===== config.mk =====
export PLATFORM = sky130hd
export DESIGN_NAME = wdog_reset_top
export DESIGN_NICKNAME = d
export VERILOG_FILES = /design/src/rtl/wdog_pkg.sv /design/src/rtl/wdog_stage_counter.sv /design/src/rtl/disp_mem_first_common_line.sv /design/src/rtl/wdog_reset_top.sv
export SDC_FILE = /design/constraint.sdc
export NUM_CORES = 1
export LEC_CHECK = 0
export BUFFER_PORTS_ARGS = -buffer_cell sky130_fd_sc_hd__buf_2
export CORE_ASPECT_RATIO = 0.75
export CORE_MARGIN = 2
export CORE_UTILIZATION = 50
export CTS_BUF_LIST = sky130_fd_sc_hd__clkbuf_4
export DETAILED_ROUTE_END_ITERATION = 16
export GPL_TIMING_DRIVEN = 0
export PLACE_DENSITY = 0.77
export SETUP_SLACK_MARGIN = 0.15
export SLEW_MARGIN = 20
export SYNTH_ARGS = -nofsm -noshare
export SYNTH_HDL_FRONTEND = slang
export SYNTH_HIERARCHICAL = 1
export SYNTH_SLANG_ARGS = --single-unit

===== constraint.sdc =====
create_clock -name CORE_CLK -period 2.7 [get_ports CORE_CLK]
set_input_delay 0.405 -clock CORE_CLK [delete_from_list [all_inputs] [get_ports CORE_CLK]]
set_output_delay 0.405 -clock CORE_CLK [all_outputs]
set_load 0.05 [all_outputs]

===== src/rtl/wdog_pkg.sv =====
// Constants, register map and timing figures of the watchdog and reset-state block.
// Assumes one 250 MHz core clock and a 32-bit Avalon-MM register bus.
// How it works
// Watchdog unclears for 3-4 s: initial reset
// Writing watchdog clear bit clears counter
// Writing zero to watchdog clear does nothing
// Timer clear bit clears timer and watchdog
// Watchdog keeps counting while CPU halted
// Two readable stage bits, zero after reset
// Clear bits and unused bits read zero
// Registers reached directly, no page select
// Software clears watchdog within every 3 s
// Reset loads step 00, page 1, pointer 1
// Reset clears interrupt and decimal flags
// Reset sets display bits of first line
// Initial reset itself clears the watchdog counter

package wdog_pkg;

	// ************************************************************
	// Clock and timing
	// ************************************************************
	localparam int unsigned CORE_CLK_HZ      = 250_000_000;
	localparam int unsigned TICK_HZ          = 1;
	localparam int unsigned TICK_CYCLES_DFLT = CORE_CLK_HZ / TICK_HZ;
	localparam int unsigned TICK_CNT_W       = 28;
	localparam int unsigned WDOG_MIN_S       = 3;
	localparam int unsigned WDOG_MAX_S       = 4;
	localparam int unsigned WDOG_TICKS       = WDOG_MAX_S * TICK_HZ;
	localparam int unsigned STAGE_W          = 2;
	localparam logic [STAGE_W-1:0] STAGE_LAST = 2'h3;
	localparam logic [STAGE_W-1:0] STAGE_RST  = 2'h0;
	localparam logic [4:0]   HOLD_CYCLES     = 5'h10;

	// ************************************************************
	// Register map (index; byte address is four times it)
	// ************************************************************
	localparam int unsigned  BUS_ADDR_W       = 10;
	localparam int unsigned  IDX_W            = 8;
	localparam logic [7:0]   REG_TMR_CLR_IDX  = 8'he2;
	localparam logic [7:0]   REG_WDOG_IDX     = 8'he5;
	localparam logic [7:0]   REG_IRQ_STAT_IDX = 8'hf0;
	localparam logic [7:0]   REG_IRQ_MASK_IDX = 8'hf1;
	localparam int unsigned  TMR_CLR_BIT      = 0;
	localparam int unsigned  WDOG_CLR_BIT     = 3;
	localparam int unsigned  DATA_W           = 4;

	// Interrupt status layout
	localparam int unsigned  IRQ_W            = 2;
	localparam int unsigned  IRQ_TIMEOUT_BIT  = 0;
	localparam int unsigned  IRQ_PIN_BIT      = 1;

	// ************************************************************
	// Core state loaded by initial reset
	// ************************************************************
	localparam logic [7:0]   PC_STEP_RST      = 8'h00;
	localparam logic [3:0]   PC_PAGE_RST      = 4'h1;
	localparam logic [3:0]   NEXT_PAGE_RST    = 4'h1;
	localparam logic         FLAG_RST         = 1'b0;

	// ************************************************************
	// Display memory
	// ************************************************************
	localparam int unsigned  DISP_WORDS       = 64;
	localparam int unsigned  DISP_ADDR_W      = 6;
	localparam int unsigned  FIRST_LINE_BIT   = 0;

endpackage : wdog_pkg


===== src/rtl/wdog_stage_counter.sv =====
// Two-stage watchdog counter advanced by a once-a-second tick.
// Assumes tick and clear come from logic on the same clock.
`timescale 1ns/10ps
`default_nettype none
module wdog_stage_counter
	import wdog_pkg::*;
(
	input  wire logic               clk,     // Core clock
	input  wire logic               rst,     // Synchronous reset
	input  wire logic               clear,   // Restart count
	input  wire logic               tick,    // One-second tick
	output logic [STAGE_W-1:0]      stages,  // Counter stages
	output logic                    timeout  // Pulse at overflow
);
	logic [STAGE_W-1:0] stage_ff;
	logic [STAGE_W-1:0] nxt_stage;

	// Clear wins over tick; no halt input, so halt never stops it
	assign nxt_stage = clear ? STAGE_RST : (tick ? stage_ff + 2'h1 : stage_ff);
	assign timeout   = tick & ~clear & (stage_ff == STAGE_LAST);
	assign stages    = stage_ff;

	always_ff @(posedge clk) begin
		if (rst) begin
			stage_ff <= STAGE_RST;
		end else begin
			stage_ff <= nxt_stage;
		end
	end

	a_stage_clear: assert property (@(posedge clk) disable iff (rst)
		clear |=> (stage_ff == STAGE_RST))
		else $error("stages not cleared");

	a_stage_hold: assert property (@(posedge clk) disable iff (rst)
		(!clear && !tick) |=> (stage_ff == $past(stage_ff)))
		else $error("stages moved without tick");

endmodule : wdog_stage_counter
`default_nettype wire


===== src/rtl/disp_mem_first_common_line.sv =====
// Display memory whose first common line bits are set by initial reset.
// Assumes the CPU writes and reads it on the core clock.
`timescale 1ns/10ps
`default_nettype none
module disp_mem_first_line
	import wdog_pkg::*;
(
	input  wire logic                   clk,      // Core clock
	input  wire logic                   init_rst, // Initial reset level
	input  wire logic                   wr_en,    // Write strobe
	input  wire logic [DISP_ADDR_W-1:0] wr_addr,  // Write word
	input  wire logic [DATA_W-1:0]      wr_data,  // Write data
	input  wire logic [DISP_ADDR_W-1:0] rd_addr,  // Read word
	output logic      [DATA_W-1:0]      rd_data   // Registered read data
);
	logic [DATA_W-1:0] mem [DISP_WORDS];
	logic [DATA_W-1:0] rd_data_ff;

	assign rd_data = rd_data_ff;

	// Only the first line bit is defined; the others keep stale content
	always_ff @(posedge clk) begin
		if (init_rst) begin
			for (int i = 0; i < DISP_WORDS; i++) begin
				mem[i][FIRST_LINE_BIT] <= 1'b1;
			end
		end else if (wr_en) begin
			mem[wr_addr] <= wr_data;
		end
		rd_data_ff <= mem[rd_addr];
	end

	a_first_line_set: assert property (@(posedge clk)
		init_rst ##1 init_rst |=> rd_data_ff[FIRST_LINE_BIT])
		else $error("first line bit not set by reset");

endmodule : disp_mem_first_line
`default_nettype wire


===== src/rtl/wdog_reset_top.sv =====
// Watchdog timer with initial reset generation and reset-state of core and display.
// Assumes an Avalon-MM master on CORE_CLK and an active-low reset pin from outside.
//
// The Avalon-MM slave port was left to the implementer.
`timescale 1ns/10ps
`default_nettype none
module wdog_reset_top
	import wdog_pkg::*;
#(
	parameter int unsigned TICK_CYCLES = TICK_CYCLES_DFLT // Cycles per second tick
)
(
	input  wire logic                   CORE_CLK,         // Core clock
	input  wire logic                   RST,              // Sync reset, active high
	input  wire logic                   RESET_PIN_N,      // Async reset pin, active low
	input  wire logic [BUS_ADDR_W-1:0]  AVS_ADDRESS,      // Byte address
	input  wire logic                   AVS_READ,         // Read request
	input  wire logic                   AVS_WRITE,        // Write request
	input  wire logic [31:0]            AVS_WRITEDATA,    // Write data
	input  wire logic [3:0]             AVS_BYTEENABLE,   // Byte lanes
	output logic      [31:0]            AVS_READDATA,     // Read data
	output logic                        AVS_WAITREQUEST,  // Stall
	output logic                        IRQ,              // Level interrupt
	output logic                        CPU_RESET,        // Initial reset to CPU
	input  wire logic                   CORE_WR,          // CPU updates core state
	input  wire logic [7:0]             CORE_PC_STEP_IN,  // New step
	input  wire logic [3:0]             CORE_PC_PAGE_IN,  // New page
	input  wire logic [3:0]             CORE_NEXT_PAGE_IN, // New page pointer
	input  wire logic                   CORE_IFLAG_IN,    // New interrupt flag
	input  wire logic                   CORE_DFLAG_IN,    // New decimal flag
	output logic      [7:0]             PC_STEP,          // Program counter step
	output logic      [3:0]             PC_PAGE,          // Program counter page
	output logic      [3:0]             NEXT_PAGE_PTR,    // New page pointer
	output logic                        INT_FLAG,         // Interrupt flag
	output logic                        DEC_FLAG,         // Decimal flag
	input  wire logic                   DISP_WR,          // Display write
	input  wire logic [DISP_ADDR_W-1:0] DISP_WR_ADDR,     // Display write word
	input  wire logic [DATA_W-1:0]      DISP_WR_DATA,     // Display write data
	input  wire logic [DISP_ADDR_W-1:0] DISP_RD_ADDR,     // Display read word
	output logic      [DATA_W-1:0]      DISP_RD_DATA      // Display read data
);

	// ************************************************************
	// Reset pin synchroniser
	// ************************************************************
	logic pin_meta_ff;
	logic pin_sync_ff;
	logic pin_prev_ff;
	logic pin_rst;
	logic pin_rise;

	always_ff @(posedge CORE_CLK) begin
		if (RST) begin
			pin_meta_ff <= 1'b1;
			pin_sync_ff <= 1'b1;
			pin_prev_ff <= 1'b1;
		end else begin
			pin_meta_ff <= RESET_PIN_N;
			pin_sync_ff <= pin_meta_ff;
			pin_prev_ff <= pin_sync_ff;
		end
	end

	assign pin_rst  = ~pin_sync_ff;
	assign pin_rise = ~pin_sync_ff & pin_prev_ff;

	// ************************************************************
	// Avalon-MM slave
	// ************************************************************
	// One wait cycle per access; readdata stands with waitrequest low
	logic                 wait_ff;
	logic [31:0]          rdata_ff;
	logic                 req;
	logic                 acc;
	logic                 wr_acc;
	logic                 rd_acc;
	logic [IDX_W-1:0]     idx;
	logic                 lane0;
	logic                 hit_tmr;
	logic                 hit_wdog;
	logic                 hit_stat;
	logic                 hit_mask;
	logic [DATA_W-1:0]    rd_word;

	assign req      = AVS_READ | AVS_WRITE;
	assign acc      = req & ~wait_ff;
	assign wr_acc   = acc & AVS_WRITE;
	assign rd_acc   = acc & AVS_READ;
	assign idx      = AVS_ADDRESS[BUS_ADDR_W-1:2];
	assign lane0    = AVS_BYTEENABLE[0];
	// Flat decode on the full index, no page register in the path
	assign hit_tmr  = (idx == REG_TMR_CLR_IDX);
	assign hit_wdog = (idx == REG_WDOG_IDX);
	assign hit_stat = (idx == REG_IRQ_STAT_IDX);
	assign hit_mask = (idx == REG_IRQ_MASK_IDX);

	always_ff @(posedge CORE_CLK) begin
		if (RST) begin
			wait_ff  <= 1'b1;
			rdata_ff <= 32'h0;
		end else begin
			wait_ff  <= ~(req & wait_ff);
			rdata_ff <= {28'h0, rd_word};
		end
	end

	assign AVS_WAITREQUEST = wait_ff;
	assign AVS_READDATA    = rdata_ff;

	// ************************************************************
	// Clock timer prescaler and watchdog
	// ************************************************************
	logic [TICK_CNT_W-1:0] tick_cnt_ff;
	logic [TICK_CNT_W-1:0] nxt_tick_cnt;
	logic                  tick;
	logic                  tmr_clr;
	logic                  wd_clr;
	logic                  wd_zero_wr;
	logic                  cpu_rst_ff;
	logic [STAGE_W-1:0]    stages;
	logic                  timeout;

	assign tick       = (tick_cnt_ff == TICK_CNT_W'(TICK_CYCLES - 1));
	assign tmr_clr    = wr_acc & hit_tmr & lane0 & AVS_WRITEDATA[TMR_CLR_BIT];
	assign wd_zero_wr = wr_acc & hit_wdog & lane0 & ~AVS_WRITEDATA[WDOG_CLR_BIT];
	// A zero in the clear bit is simply not a clear term
	assign wd_clr     = cpu_rst_ff | tmr_clr
		| (wr_acc & hit_wdog & lane0 & AVS_WRITEDATA[WDOG_CLR_BIT]);
	assign nxt_tick_cnt = (cpu_rst_ff | tmr_clr | tick) ? '0 : tick_cnt_ff + 1'b1;

	always_ff @(posedge CORE_CLK) begin
		if (RST) begin
			tick_cnt_ff <= '0;
		end else begin
			tick_cnt_ff <= nxt_tick_cnt;
		end
	end

	// Ticks are free-running, so timeout lands 3 to 4 s after a clear
	wdog_stage_counter u_stages (
		.clk     (CORE_CLK),
		.rst     (RST),
		.clear   (wd_clr),
		.tick    (tick),
		.stages  (stages),
		.timeout (timeout)
	);

	// ************************************************************
	// Initial reset generation
	// ************************************************************
	logic [4:0] hold_ff;
	logic [4:0] nxt_hold;
	logic       init_req;

	assign init_req = pin_rst | timeout;
	assign nxt_hold = init_req ? HOLD_CYCLES : (hold_ff != 5'h0 ? hold_ff - 5'h1 : hold_ff);

	always_ff @(posedge CORE_CLK) begin
		if (RST) begin
			hold_ff    <= HOLD_CYCLES;
			cpu_rst_ff <= 1'b1;
		end else begin
			hold_ff    <= nxt_hold;
			cpu_rst_ff <= init_req | (hold_ff != 5'h0);
		end
	end

	assign CPU_RESET = cpu_rst_ff;

	// ************************************************************
	// Core state loaded by initial reset
	// ************************************************************
	logic [7:0] pc_step_ff;
	logic [3:0] pc_page_ff;
	logic [3:0] pg_ptr_ff;
	logic       iflag_ff;
	logic       dflag_ff;

	// Other core registers stay undefined and are not held here
	always_ff @(posedge CORE_CLK) begin
		if (cpu_rst_ff) begin
			pc_step_ff <= PC_STEP_RST;
			pc_page_ff <= PC_PAGE_RST;
			pg_ptr_ff  <= NEXT_PAGE_RST;
			iflag_ff   <= FLAG_RST;
			dflag_ff   <= FLAG_RST;
		end else if (CORE_WR) begin
			pc_step_ff <= CORE_PC_STEP_IN;
			pc_page_ff <= CORE_PC_PAGE_IN;
			pg_ptr_ff  <= CORE_NEXT_PAGE_IN;
			iflag_ff   <= CORE_IFLAG_IN;
			dflag_ff   <= CORE_DFLAG_IN;
		end
	end

	assign PC_STEP       = pc_step_ff;
	assign PC_PAGE       = pc_page_ff;
	assign NEXT_PAGE_PTR = pg_ptr_ff;
	assign INT_FLAG      = iflag_ff;
	assign DEC_FLAG      = dflag_ff;

	disp_mem_first_line u_disp (
		.clk      (CORE_CLK),
		.init_rst (cpu_rst_ff),
		.wr_en    (DISP_WR & ~cpu_rst_ff),
		.wr_addr  (DISP_WR_ADDR),
		.wr_data  (DISP_WR_DATA),
		.rd_addr  (DISP_RD_ADDR),
		.rd_data  (DISP_RD_DATA)
	);

	// ************************************************************
	// Interrupt status and mask
	// ************************************************************
	logic [IRQ_W-1:0] stat_ff;
	logic [IRQ_W-1:0] mask_ff;
	logic [IRQ_W-1:0] events;
	logic [IRQ_W-1:0] nxt_stat;
	logic [IRQ_W-1:0] nxt_mask;
	logic             irq_ff;

	assign events   = {pin_rise, timeout};
	// A read clears only the bits it handed out, so no event is lost
	assign nxt_stat = (rd_acc & hit_stat ? stat_ff & ~rdata_ff[IRQ_W-1:0] : stat_ff) | events;
	assign nxt_mask = (wr_acc & hit_mask & lane0) ? AVS_WRITEDATA[IRQ_W-1:0] : mask_ff;

	always_ff @(posedge CORE_CLK) begin
		if (RST) begin
			stat_ff <= '0;
			mask_ff <= '0;
			irq_ff  <= 1'b0;
		end else begin
			stat_ff <= nxt_stat;
			mask_ff <= nxt_mask;
			irq_ff  <= |(nxt_stat & nxt_mask);
		end
	end

	assign IRQ = irq_ff;

	// ************************************************************
	// Read data
	// ************************************************************
	// Clear bits and unused bits are never stored, so read as zero
	assign rd_word = hit_wdog ? {2'h0, stages}
		: hit_stat ? {{(DATA_W-IRQ_W){1'b0}}, stat_ff}
		: hit_mask ? {{(DATA_W-IRQ_W){1'b0}}, mask_ff}
		: 4'h0;

	// ************************************************************
	// Checks
	// ************************************************************
	a_timeout_reset: assert property (@(posedge CORE_CLK) disable iff (RST)
		(tick && stages == STAGE_LAST && !wd_clr) |=> CPU_RESET [*8])
		else $error("timeout did not raise initial reset");

	a_wdclr_write: assert property (@(posedge CORE_CLK) disable iff (RST)
		(wr_acc && hit_wdog && lane0 && AVS_WRITEDATA[WDOG_CLR_BIT]) |=> stages == STAGE_RST)
		else $error("watchdog clear write ignored");

	a_zero_write: assert property (@(posedge CORE_CLK) disable iff (RST)
		(wd_zero_wr && !tick && !cpu_rst_ff && !tmr_clr) |=> stages == $past(stages))
		else $error("zero write disturbed the counter");

	a_tmrclr_both: assert property (@(posedge CORE_CLK) disable iff (RST)
		tmr_clr |=> (stages == STAGE_RST && tick_cnt_ff == '0))
		else $error("timer clear missed watchdog");

	a_reset_clears: assert property (@(posedge CORE_CLK) disable iff (RST)
		$fell(CPU_RESET) |-> (stages == STAGE_RST && tick_cnt_ff == '0))
		else $error("reset release with stale counter");

	a_stage_read: assert property (@(posedge CORE_CLK) disable iff (RST)
		(rd_acc && (hit_tmr || hit_wdog)) |-> AVS_READDATA[31:2] == 30'h0)
		else $error("write-only or unused bits read as one");

	a_core_load: assert property (@(posedge CORE_CLK) disable iff (RST)
		CPU_RESET |=> (PC_STEP == PC_STEP_RST && PC_PAGE == PC_PAGE_RST
			&& NEXT_PAGE_PTR == NEXT_PAGE_RST))
		else $error("core not loaded by initial reset");

	a_flag_clear: assert property (@(posedge CORE_CLK) disable iff (RST)
		CPU_RESET |=> (!INT_FLAG && !DEC_FLAG))
		else $error("flags not cleared by initial reset");

	a_one_wait: assert property (@(posedge CORE_CLK) disable iff (RST)
		(req && AVS_WAITREQUEST) |=> !AVS_WAITREQUEST ##1 AVS_WAITREQUEST)
		else $error("bus answer not after one wait cycle");

	// ************************************************************
	// Interrupt, bus, counter and reset checks
	// ************************************************************
	a_irq_level: assert property (@(posedge CORE_CLK) disable iff (RST)
		IRQ == |(stat_ff & mask_ff))
		else $error("interrupt level disagrees with status and mask");

	a_timeout_flag: assert property (@(posedge CORE_CLK) disable iff (RST)
		timeout |=> stat_ff[IRQ_TIMEOUT_BIT])
		else $error("timeout not recorded in status");

	a_pin_flag: assert property (@(posedge CORE_CLK) disable iff (RST)
		pin_rise |=> stat_ff[IRQ_PIN_BIT])
		else $error("pin reset not recorded in status");

	a_stat_sticky: assert property (@(posedge CORE_CLK) disable iff (RST)
		!(rd_acc && hit_stat) |=> (stat_ff & $past(stat_ff)) == $past(stat_ff))
		else $error("status bit dropped without a read");

	// A read that handed out every set bit, with no new event, leaves status empty
	a_stat_clear: assert property (@(posedge CORE_CLK) disable iff (RST)
		(rd_acc && hit_stat && events == '0 && rdata_ff[IRQ_W-1:0] == stat_ff)
		|=> stat_ff == '0)
		else $error("status not cleared by its read");

	a_tmr_read_zero: assert property (@(posedge CORE_CLK) disable iff (RST)
		(rd_acc && hit_tmr) |-> AVS_READDATA == 32'h0)
		else $error("timer clear register read not zero");

	a_rdata_upper: assert property (@(posedge CORE_CLK) disable iff (RST)
		AVS_READDATA[31:DATA_W] == '0)
		else $error("read data above the register width not zero");

	a_reset_holds: assert property (@(posedge CORE_CLK) disable iff (RST)
		CPU_RESET |=> (stages == STAGE_RST && tick_cnt_ff == '0))
		else $error("watchdog counted during initial reset");

	a_stage_step: assert property (@(posedge CORE_CLK) disable iff (RST)
		(tick && !wd_clr) |=> stages == $past(stages) + 2'h1)
		else $error("stage counter missed a tick");

	a_hold_length: assert property (@(posedge CORE_CLK) disable iff (RST)
		$rose(CPU_RESET) |-> CPU_RESET [*8] ##1 CPU_RESET [*8])
		else $error("initial reset shorter than its hold");

	a_wait_idle: assert property (@(posedge CORE_CLK) disable iff (RST)
		!req |=> AVS_WAITREQUEST)
		else $error("waitrequest low without a request");

	a_pin_reset: assert property (@(posedge CORE_CLK) disable iff (RST)
		pin_rst |=> CPU_RESET)
		else $error("reset pin did not raise initial reset");

	a_mask_lane: assert property (@(posedge CORE_CLK) disable iff (RST)
		(wr_acc && hit_mask && !lane0) |=> mask_ff == $past(mask_ff))
		else $error("mask written without lane zero");

endmodule : wdog_reset_top
`default_nettype wire


# Word level (Yosys, flattened, before mapping)
# Memory sizes are Yosys's and may differ from the RTL's. A register that Yosys moved wholly into a read port is not among the register bits.
# Cells that the tools add are included.
# op_classes
reduce_logical	7
addsub	3
eq_ne	6
mux	13
n_bitwise	32
# ops
cell	count
8-bit equality test, second input constant	4
28-bit by 1-bit adder with 28-bit output, second input constant	1
28-bit equality test, second input constant	1
1-bit AND	17
2-bit two-way mux	6
2-bit OR reduction	4
6-bit two-way mux	1
1-bit OR	6
1-bit two-way mux	5
1-bit inverter	5
5-bit nonzero test	1
5-bit by 1-bit subtractor with 5-bit output, second input constant	1
2-bit AND	2
4-bit two-way mux	1
4-bit OR reduction	1
3-bit OR reduction	1
2-bit by 1-bit adder with 2-bit output, second input constant	1
2-bit equality test, second input constant	1
2-bit inverter	1
2-bit OR	1
# word_totals
n_memories	1
ramBits	256
output_inout_bits	57
wordCells	81
regBits	95
# mem_list
name	words	word_bits	rd	rd_clocked_by_memory_dff	write_ports	line_no	rtl
u_disp.mem	64	4	1	1	64	disp_mem_first_common_line.sv:16	logic [DATA_W-1:0] mem [DISP_WORDS];

# Longest topological paths before layout
# Gate-level depths: netlist of the first run.
# logic_depth
ltp_word	14
mapped_depth	9
depth_no_buf	9

# Modules after synthesis
# The synthesis of the first run kept the hierarchy.
# by_module_without_submodules
module	area_each_um2	cells_each	seq_area_each_um2	instances
disp_mem_first_line	10891.7	744	7126.8	1
wdog_reset_top	3001.6	340	1261.2	1
wdog_stage_counter	98.8	9	40.0	1

# Worst setup path before layout of the first run
# OpenSTA, ideal clock, no wires.
# synth_path
path_type	register -> register
from	register tick_cnt_ff[7]
to	register irq_ff, in the netlist IRQ
setup_slack_ns	0.327
arrival_time_ns	2.298
stages_incl_launch_ff	10
required_time_ns	2.625
cell_sequence	dfxtp_1 or4b_1 or3_1 buf_2 nor3_1 nand2_1 nor2_1 o21ai_0 a31o_2 o22ai_1
# synth_via
elab_chain_len	6
# synth_lines
element	line_no	rtl
start, declared	wdog_reset_top.sv:113	logic [TICK_CNT_W-1:0] tick_cnt_ff;
start signal, assigned	wdog_reset_top.sv:135	tick_cnt_ff <= nxt_tick_cnt;
28-bit equality test	wdog_reset_top.sv:123	assign tick = (tick_cnt_ff == TICK_CNT_W'(TICK_CYCLES - 1));
net tick	wdog_reset_top.sv:115	logic tick;
1-bit AND (2 in series)	wdog_stage_counter.sv:20	assign timeout = tick & ~clear & (stage_ff == STAGE_LAST);
net timeout	wdog_reset_top.sv:121	logic timeout;
2-bit OR	wdog_reset_top.sv:225	assign nxt_stat = (rd_acc & hit_stat ? stat_ff & ~rdata_ff[IRQ_W-1:0] : stat_ff) | events;
2-bit AND	wdog_reset_top.sv:236	irq_ff <= |(nxt_stat & nxt_mask);
2-bit OR reduction	wdog_reset_top.sv:236	
end signal, assigned	wdog_reset_top.sv:236	
end, declared	wdog_reset_top.sv:221	logic irq_ff;
# The timed path passes the listed nets, and every way through them passes these cells.
# A chain may end at the register's enable or synchronous reset.

==> results of run 1 <==
[final timing paths]
path	start	to	cells past startpoint	slack, ns
worst min-delay path	AVS_ADDRESS[6]	tick_cnt_ff[7]	3	0.18
worst min register to register	pin_meta_ff	pin_sync_ff	1	0.42
worst max register to register	CPU_RESET	u_disp/mem[26][3]	6	0.19
worst max-delay path	CPU_RESET	u_disp/mem[26][3]	6	0.19
[synth_stat cells (all sizes together) (4+ instances only)]
library cell,instances
mux2i,24
a22oi,6
edfxtp,192
o41ai,4
a21oi,30
o31a,12
nor4,5
mux2,7
inv,26
nor2,162
nor3b,6
nor2b,15
xor2,7
or2,6
mux4,60
o221ai,6
or4,6
nand3,22
nor3,10
o21ai,53
clkbuf,45
or3,26
nand2,81
dfxtp,133
a211oi,4
buf,48
o22ai,10
nand4,14
a2111oi,7
nand3b,6
xnor2,8
and3,7
[critical path: stages, from the launching register on]
cell and delay, ns:
dfxtp_1 0.36, clkbuf_2 0.23, nor2b_1 0.17, nor2b_1 0.24, clkbuf_4 0.24, nand2_1 0.34
nor2_1 0.56
[repair_timing]
item,4_1_cts,5_1_grt
gates resized for setup,10,10
setup buffers,1,0
hold buffers,24,0
hold endpoints to repair,24,0
endpoints found under the setup margin,139,46
[area by class of cell]
class                   instances  area [um^2]  area share (%)
repair buffers                 92        590.6           3.641
clock inverters                20        122.6          0.7559
inverters                      26        97.59          0.6017
diodes                          1        2.502         0.01543
flip-flops and latches        325         8428           51.96
clock buffers                 122        915.9           5.646
plain buffers                  96        699.4           4.312
multi-input cells             675         4925           30.36
well taps                     351        439.2           2.707
[stage by stage]
stage,power (W),std cells,utilization [%]
CTS,0.01042,1707,59.39
finish,0.01034,1708,59.50
global route,0.01075,1708,59.50
detailed placement,0.006305,1540,54.57
floorplan,0.006050,1122,-
global placement,0.006287,1540,54.57
[where the power goes]
group / leakage (nW) / internal [W] / switching [W]
registers: 2.80 / 0.00529 / 0.0000359
clock network: 0.608 / 0.00216 / 0.00192
logic: 2.23 / 0.000323 / 0.000601
total: 5.64 / 0.00778 / 0.00256
[sequential cells by signal, summed over array words and instances (netlist names)]
| name | flops |
|---|---|
| IRQ | 1 |
| DEC_FLAG | 1 |
| u_disp/rd_data | 4 |
| hold_ff | 5 |
| PC_STEP | 8 |
| stat_ff | 2 |
| NEXT_PAGE_PTR | 4 |
| AVS_READDATA | 2 |
| pin_prev_ff | 1 |
| tick_cnt_ff | 28 |
| PC_PAGE | 4 |
| AVS_WAITREQUEST | 1 |
| pin_meta_ff | 1 |
| u_disp/mem | 256 |
| mask_ff | 2 |
| CPU_RESET | 1 |
| INT_FLAG | 1 |
| u_stages/stages | 2 |
| pin_sync_ff | 1 |
[logic make-up after synthesis]
logic type               count (synthesis)
buffers and inverters                  122
adder cells (fa/ha/maj)                  3
flip-flops                             325
AND/OR/NAND/NOR                        388
AO/OA/AOI/OAI                          148
other                                    1
XOR/XNOR                                15
multiplexers                            91
[routing by layer]
| metal | vias up | share of wire (%) | global-route usage [%] |
|---|---|---|---|
| li1 | 4465 | - | - |
| met1 | 4729 | 41 | 33.30 |
| met2 | 536 | 45 | 34.82 |
| met3 | 99 | 11 | 6.059 |
| met4 | 0 | 3.0 | 9.737 |
| met5 | - | 0 | 0 |
==> metrics.txt, run 1 <==
outcome=completed; Setup crit start kind=flip-flop; IO Pins=144; commonest cells after routing, fill and taps aside=edfxtp_1, nor2_1, dfxtp_1; Worst Tran Pin Value=1.026 ns; Crit. End Element=flip-flop; synthesized area per cell=12.80 um^2; initial antenna violation count=1; Initial Util=51.33%; first-pass GRT wire length=52.36 mm; LEAKAGE=5.643 nW; Post-Synth Adder-Cell Area=0.2683%; Mapped Area=0.01399 mm^2; commonest non-fill, non-tap cell in the layout=edfxtp_1; Synth Warn #=6; clock sink count=325; Fillers=2078; post-synthesis xor/xnor area fraction=0.9389%; max cap viols=0; Antenna Nets Post-Route=0; Synth Area in Compound Gates=7.037%; grt ovf=0; Yosys cell types=71; post-route cell area=0.01622 mm^2; final slew viol count=0; WP data arrival=2.82 ns; Final Worst Setup Slack=0.1942 ns; Synth area leader=edfxtp_1; sequential area share after synthesis=60.23%; fraction of layout cells with a size suffix above 1=24.63%; row cnt=52; mux share of post-synthesis cell area=12.58%; clock slew at the register clock pins of the worst setup and hold paths=0.06 ns; CTS tree=done; via/cell ratio=5.755; setup violators final=0; CTS max path bufs=3; top cells by area, synth=edfxtp_1, dfxtp_1, mux4_2; largest family of logic cells by synthesized area=simple AND/OR/NAND/NOR gates; via count=9829; CP required=3.01 ns; Synth Flop Type=edfxtp_1; fmax=399.1 MHz; worst vdd ir=0.2930 mV; P&R area growth vs syn=15.93%; Rel. slew slack=29.85%; post-synth top area share=41.21%; die area=0.02935 mm^2; Total GRT Usage=23.53%; min-delay worst type=in -> reg; TritonCTS Buffers=78; 1st-iter DRT viols=1212; clk_lat worst skew=0.72 ns; Nets=1384; FF+latch count, synth=325; crit path time final=2.506 ns; RSZ-0062 raised after global routing=true; Synth Area in Simple Gates=13.28%; fin crit share=92.81%; RD Place Congestion=1.027; drt pass-1 iters=6; post-place setup slack=-0.1702 ns; Final Skew=0.06165 ns; CP max FO=10; Setup TNS=0 ns; Die W=197.2 um; placed wire-length estimate=22.87 mm; pin count of the biggest net entering global routing=65; wire per inst=20.07 um; Placed Area=0.01488 mm^2; Chip Height=148.9 um; Core Area=0.02726 mm^2; Synth Instances=1093; wirelength, routed=34.28 mm; number of synthesized flops with an enable pin=192; Root Driver=clkbuf_4; asr flop ratio synth=0%; Max H-tree Level=3; port bufs=67; power density over cell area=637.3 mW/mm^2; vias in the first global route=9542; hold_ws=0.1765 ns; Final Hold Vio Count=0; CP Class=reg -> reg; DRC Markers=0
Power figures use the tool's default switching activity.
==> inputs of run 2 (changes only) <==
- clock period: 2.7 -> 2.68 ns (I/O delays scaled with it)
==> run 2 against run 1 <==
Against the previous run:
- hold slack worse by 0.011 ns
- clock-buffer cell count stayed put
- clock skew is 0.0040 ns lower
- utilization is 0.078 points higher
- worst setup slack worse by 0.021 ns
- combinational power is 1% higher
- routed wire length is 0.25% higher
- final area is 0.13% higher
- critical path type unchanged
- largest cell class unchanged
- die area stayed put
==> metrics.txt, run 2 (synthesis results as in run 1) <==
P&R area growth vs syn=16.08% (was 15.93%); power density over cell area=641.5 mW/mm^2 (was 637.3 mW/mm^2); Final Skew=0.05763 ns (was 0.06165 ns); M3 GR Usage=6.059% (unchanged); CP max FO=10 (unchanged); wire per inst=20.10 um (was 20.07 um); register with the most flip-flops=u_disp/mem (unchanged); clk_lat worst skew=0.72 ns (about the same); fin crit share=93.56% (was 92.81%); Antenna Nets Post-Route=0 (unchanged); Final Worst Setup Slack=0.1727 ns (was 0.1942 ns); pin count of the biggest net entering global routing=65 (unchanged); port bufs=67 (unchanged); clock sink count=325 (unchanged); Nets=1386 (was 1384); Placed Area=0.01488 mm^2 (unchanged); max reg flops=256 (unchanged); global routing usage on met2=34.82% (unchanged); outcome=completed (unchanged); IO Pins=144 (unchanged); Fillers=2076 (was 2078); worst hold start=AVS_ADDRESS[6] (unchanged); Chip Height=148.9 um (unchanged); die area=0.02935 mm^2 (unchanged); post-route cell area=0.01624 mm^2 (was 0.01622 mm^2); clock slew at the register clock pins of the worst setup and hold paths=0.06 ns (about the same); 1st-iter DRT viols=1270 (was 1212); slowest stage cell, crit path=nor2_1 (unchanged); Worst Tran Pin Value=1.028 ns (was 1.026 ns); Initial Util=51.33% (unchanged); reg-to-reg startpoint=CPU_RESET (unchanged); first-pass GRT wire length=52.38 mm (was 52.36 mm); commonest non-fill, non-tap cell in the layout=edfxtp_1 (unchanged); Rel. slew slack=30.55% (was 29.85%); Root Driver=clkbuf_4 (unchanged); drt pass-1 iters=6 (unchanged); cell mode on critical path=nor2b_1 (unchanged); max cap viols=0 (unchanged); met1 usage=33.32% (was 33.30%); worst vdd ir=0.2972 mV (was 0.2930 mV); grt ovf=0 (unchanged); worst setup slack for register-to-register paths=0.17 ns (was 0.19 ns); Setup crit start kind=flip-flop (unchanged); commonest cells after routing, fill and taps aside=edfxtp_1, nor2_1, dfxtp_1 (unchanged); CTS tree=done (unchanged); fmax=398.8 MHz (was 399.1 MHz); Setup TNS=0 ns (unchanged); Die W=197.2 um (unchanged); TritonCTS Buffers=78 (unchanged); setup violators final=0 (unchanged); final slew viol count=0 (unchanged); crit path time final=2.507 ns (was 2.506 ns); vias in the first global route=9544 (was 9542); Crit. End Element=flip-flop (unchanged); CP cell instances=clkbuf_2 > nor2b_1 > nor2b_1 > clkbuf_4 > nand2_1 > nor2_1 (unchanged); wirelength, routed=34.37 mm (was 34.28 mm); CP Class=reg -> reg (unchanged); min-delay worst type=in -> reg (unchanged); LEAKAGE=5.657 nW (was 5.643 nW); Worst path max stage delay=0.55 ns (was 0.56 ns); DRC Markers=0 (unchanged); Max H-tree Level=3 (unchanged); via/cell ratio=5.807 (was 5.755); RD Place Congestion=1.027 (unchanged); row cnt=52 (unchanged); Total GRT Usage=23.54% (was 23.53%); fraction of layout cells with a size suffix above 1=24.82% (was 24.63%); Final Hold Vio Count=0 (unchanged); Worst Setup SP=CPU_RESET (unchanged); post-place setup slack=-0.1902 ns (was -0.1702 ns); Core Area=0.02726 mm^2 (unchanged); hold_ws=0.1651 ns (was 0.1765 ns); initial antenna violation count=1 (unchanged); RSZ-0062 raised after global routing=true (unchanged); WP data arrival=2.81 ns (was 2.82 ns); via count=9930 (was 9829); CP required=2.99 ns (was 3.01 ns); PnR Total Power=0.01042 W (was 0.01034 W); placed wire-length estimate=22.87 mm (unchanged); global routing's busiest layer=met2 (unchanged); CTS max path bufs=3 (unchanged)
[run 2: changes by cell type in the layout (fill, tap and decap cells not counted), sizes merged]
| cell | change |
|---|---|
| buf | +2 |
[run 2: layout make-up]
type / count / area (um^2) / share of cell area [%]
sequential: 325 / 8428 / 51.89
tap: 351 / 439.2 / 2.704
inverter: 26 / 97.59 / 0.6009
antenna: 1 / 2.502 / 0.01541
multi-input combinational: 675 / 4930 / 30.35
clock buffer: 122 / 915.9 / 5.639
buffer: 96 / 700.7 / 4.314
timing repair buffer: 94 / 605.6 / 3.729
clock inverter: 20 / 122.6 / 0.7550
[run 2: worst paths after layout]
path	end	cells after the start
setup / recovery	u_disp/mem[26][3]	6
hold / removal	tick_cnt_ff[7]	3
setup reg to reg	u_disp/mem[26][3]	6
hold reg to reg	pin_sync_ff	1
[run 2: worst max-delay path, delay by kind of cell (launching register included)]
kind,cells,cell delay (ns)
buffers and inverters,2,0.48
flip-flops,1,0.36
AND/OR/NAND/NOR,4,1.30
[run 2: where the power goes]
part	total (W)	internal, W	switching, W
clock	0.00412	0.00218	0.00194
sequential	0.00537	0.00533	0.0000362
combinational	0.000935	0.000326	0.000609
total	0.0104	0.00783	0.00258
[run 2: metrics by stage]
stage	cells	utilization [%]
after floorplan	1122	-
after global placement	1540	54.57
after detailed placement	1540	54.57
after CTS	1707	59.41
after global routing	1710	59.58
final	1710	59.58
[run 2: what timing repair did]
item | in CTS | in global routing
pin swaps | 0 | 1
hold endpoints to repair | 24 | 0
buffers inserted | 1 | 2
resized for setup | 11 | 12
hold buffers | 24 | 0
endpoints found under the setup margin | 169 | 70
[run 2: metal layers]
metal / vias up / part of all wire [%]
met1: 4766 / 41
met4: 0 / 2.8
li1: 4472 / -
met3: 96 / 11
met2: 596 / 45
met5: - / 0
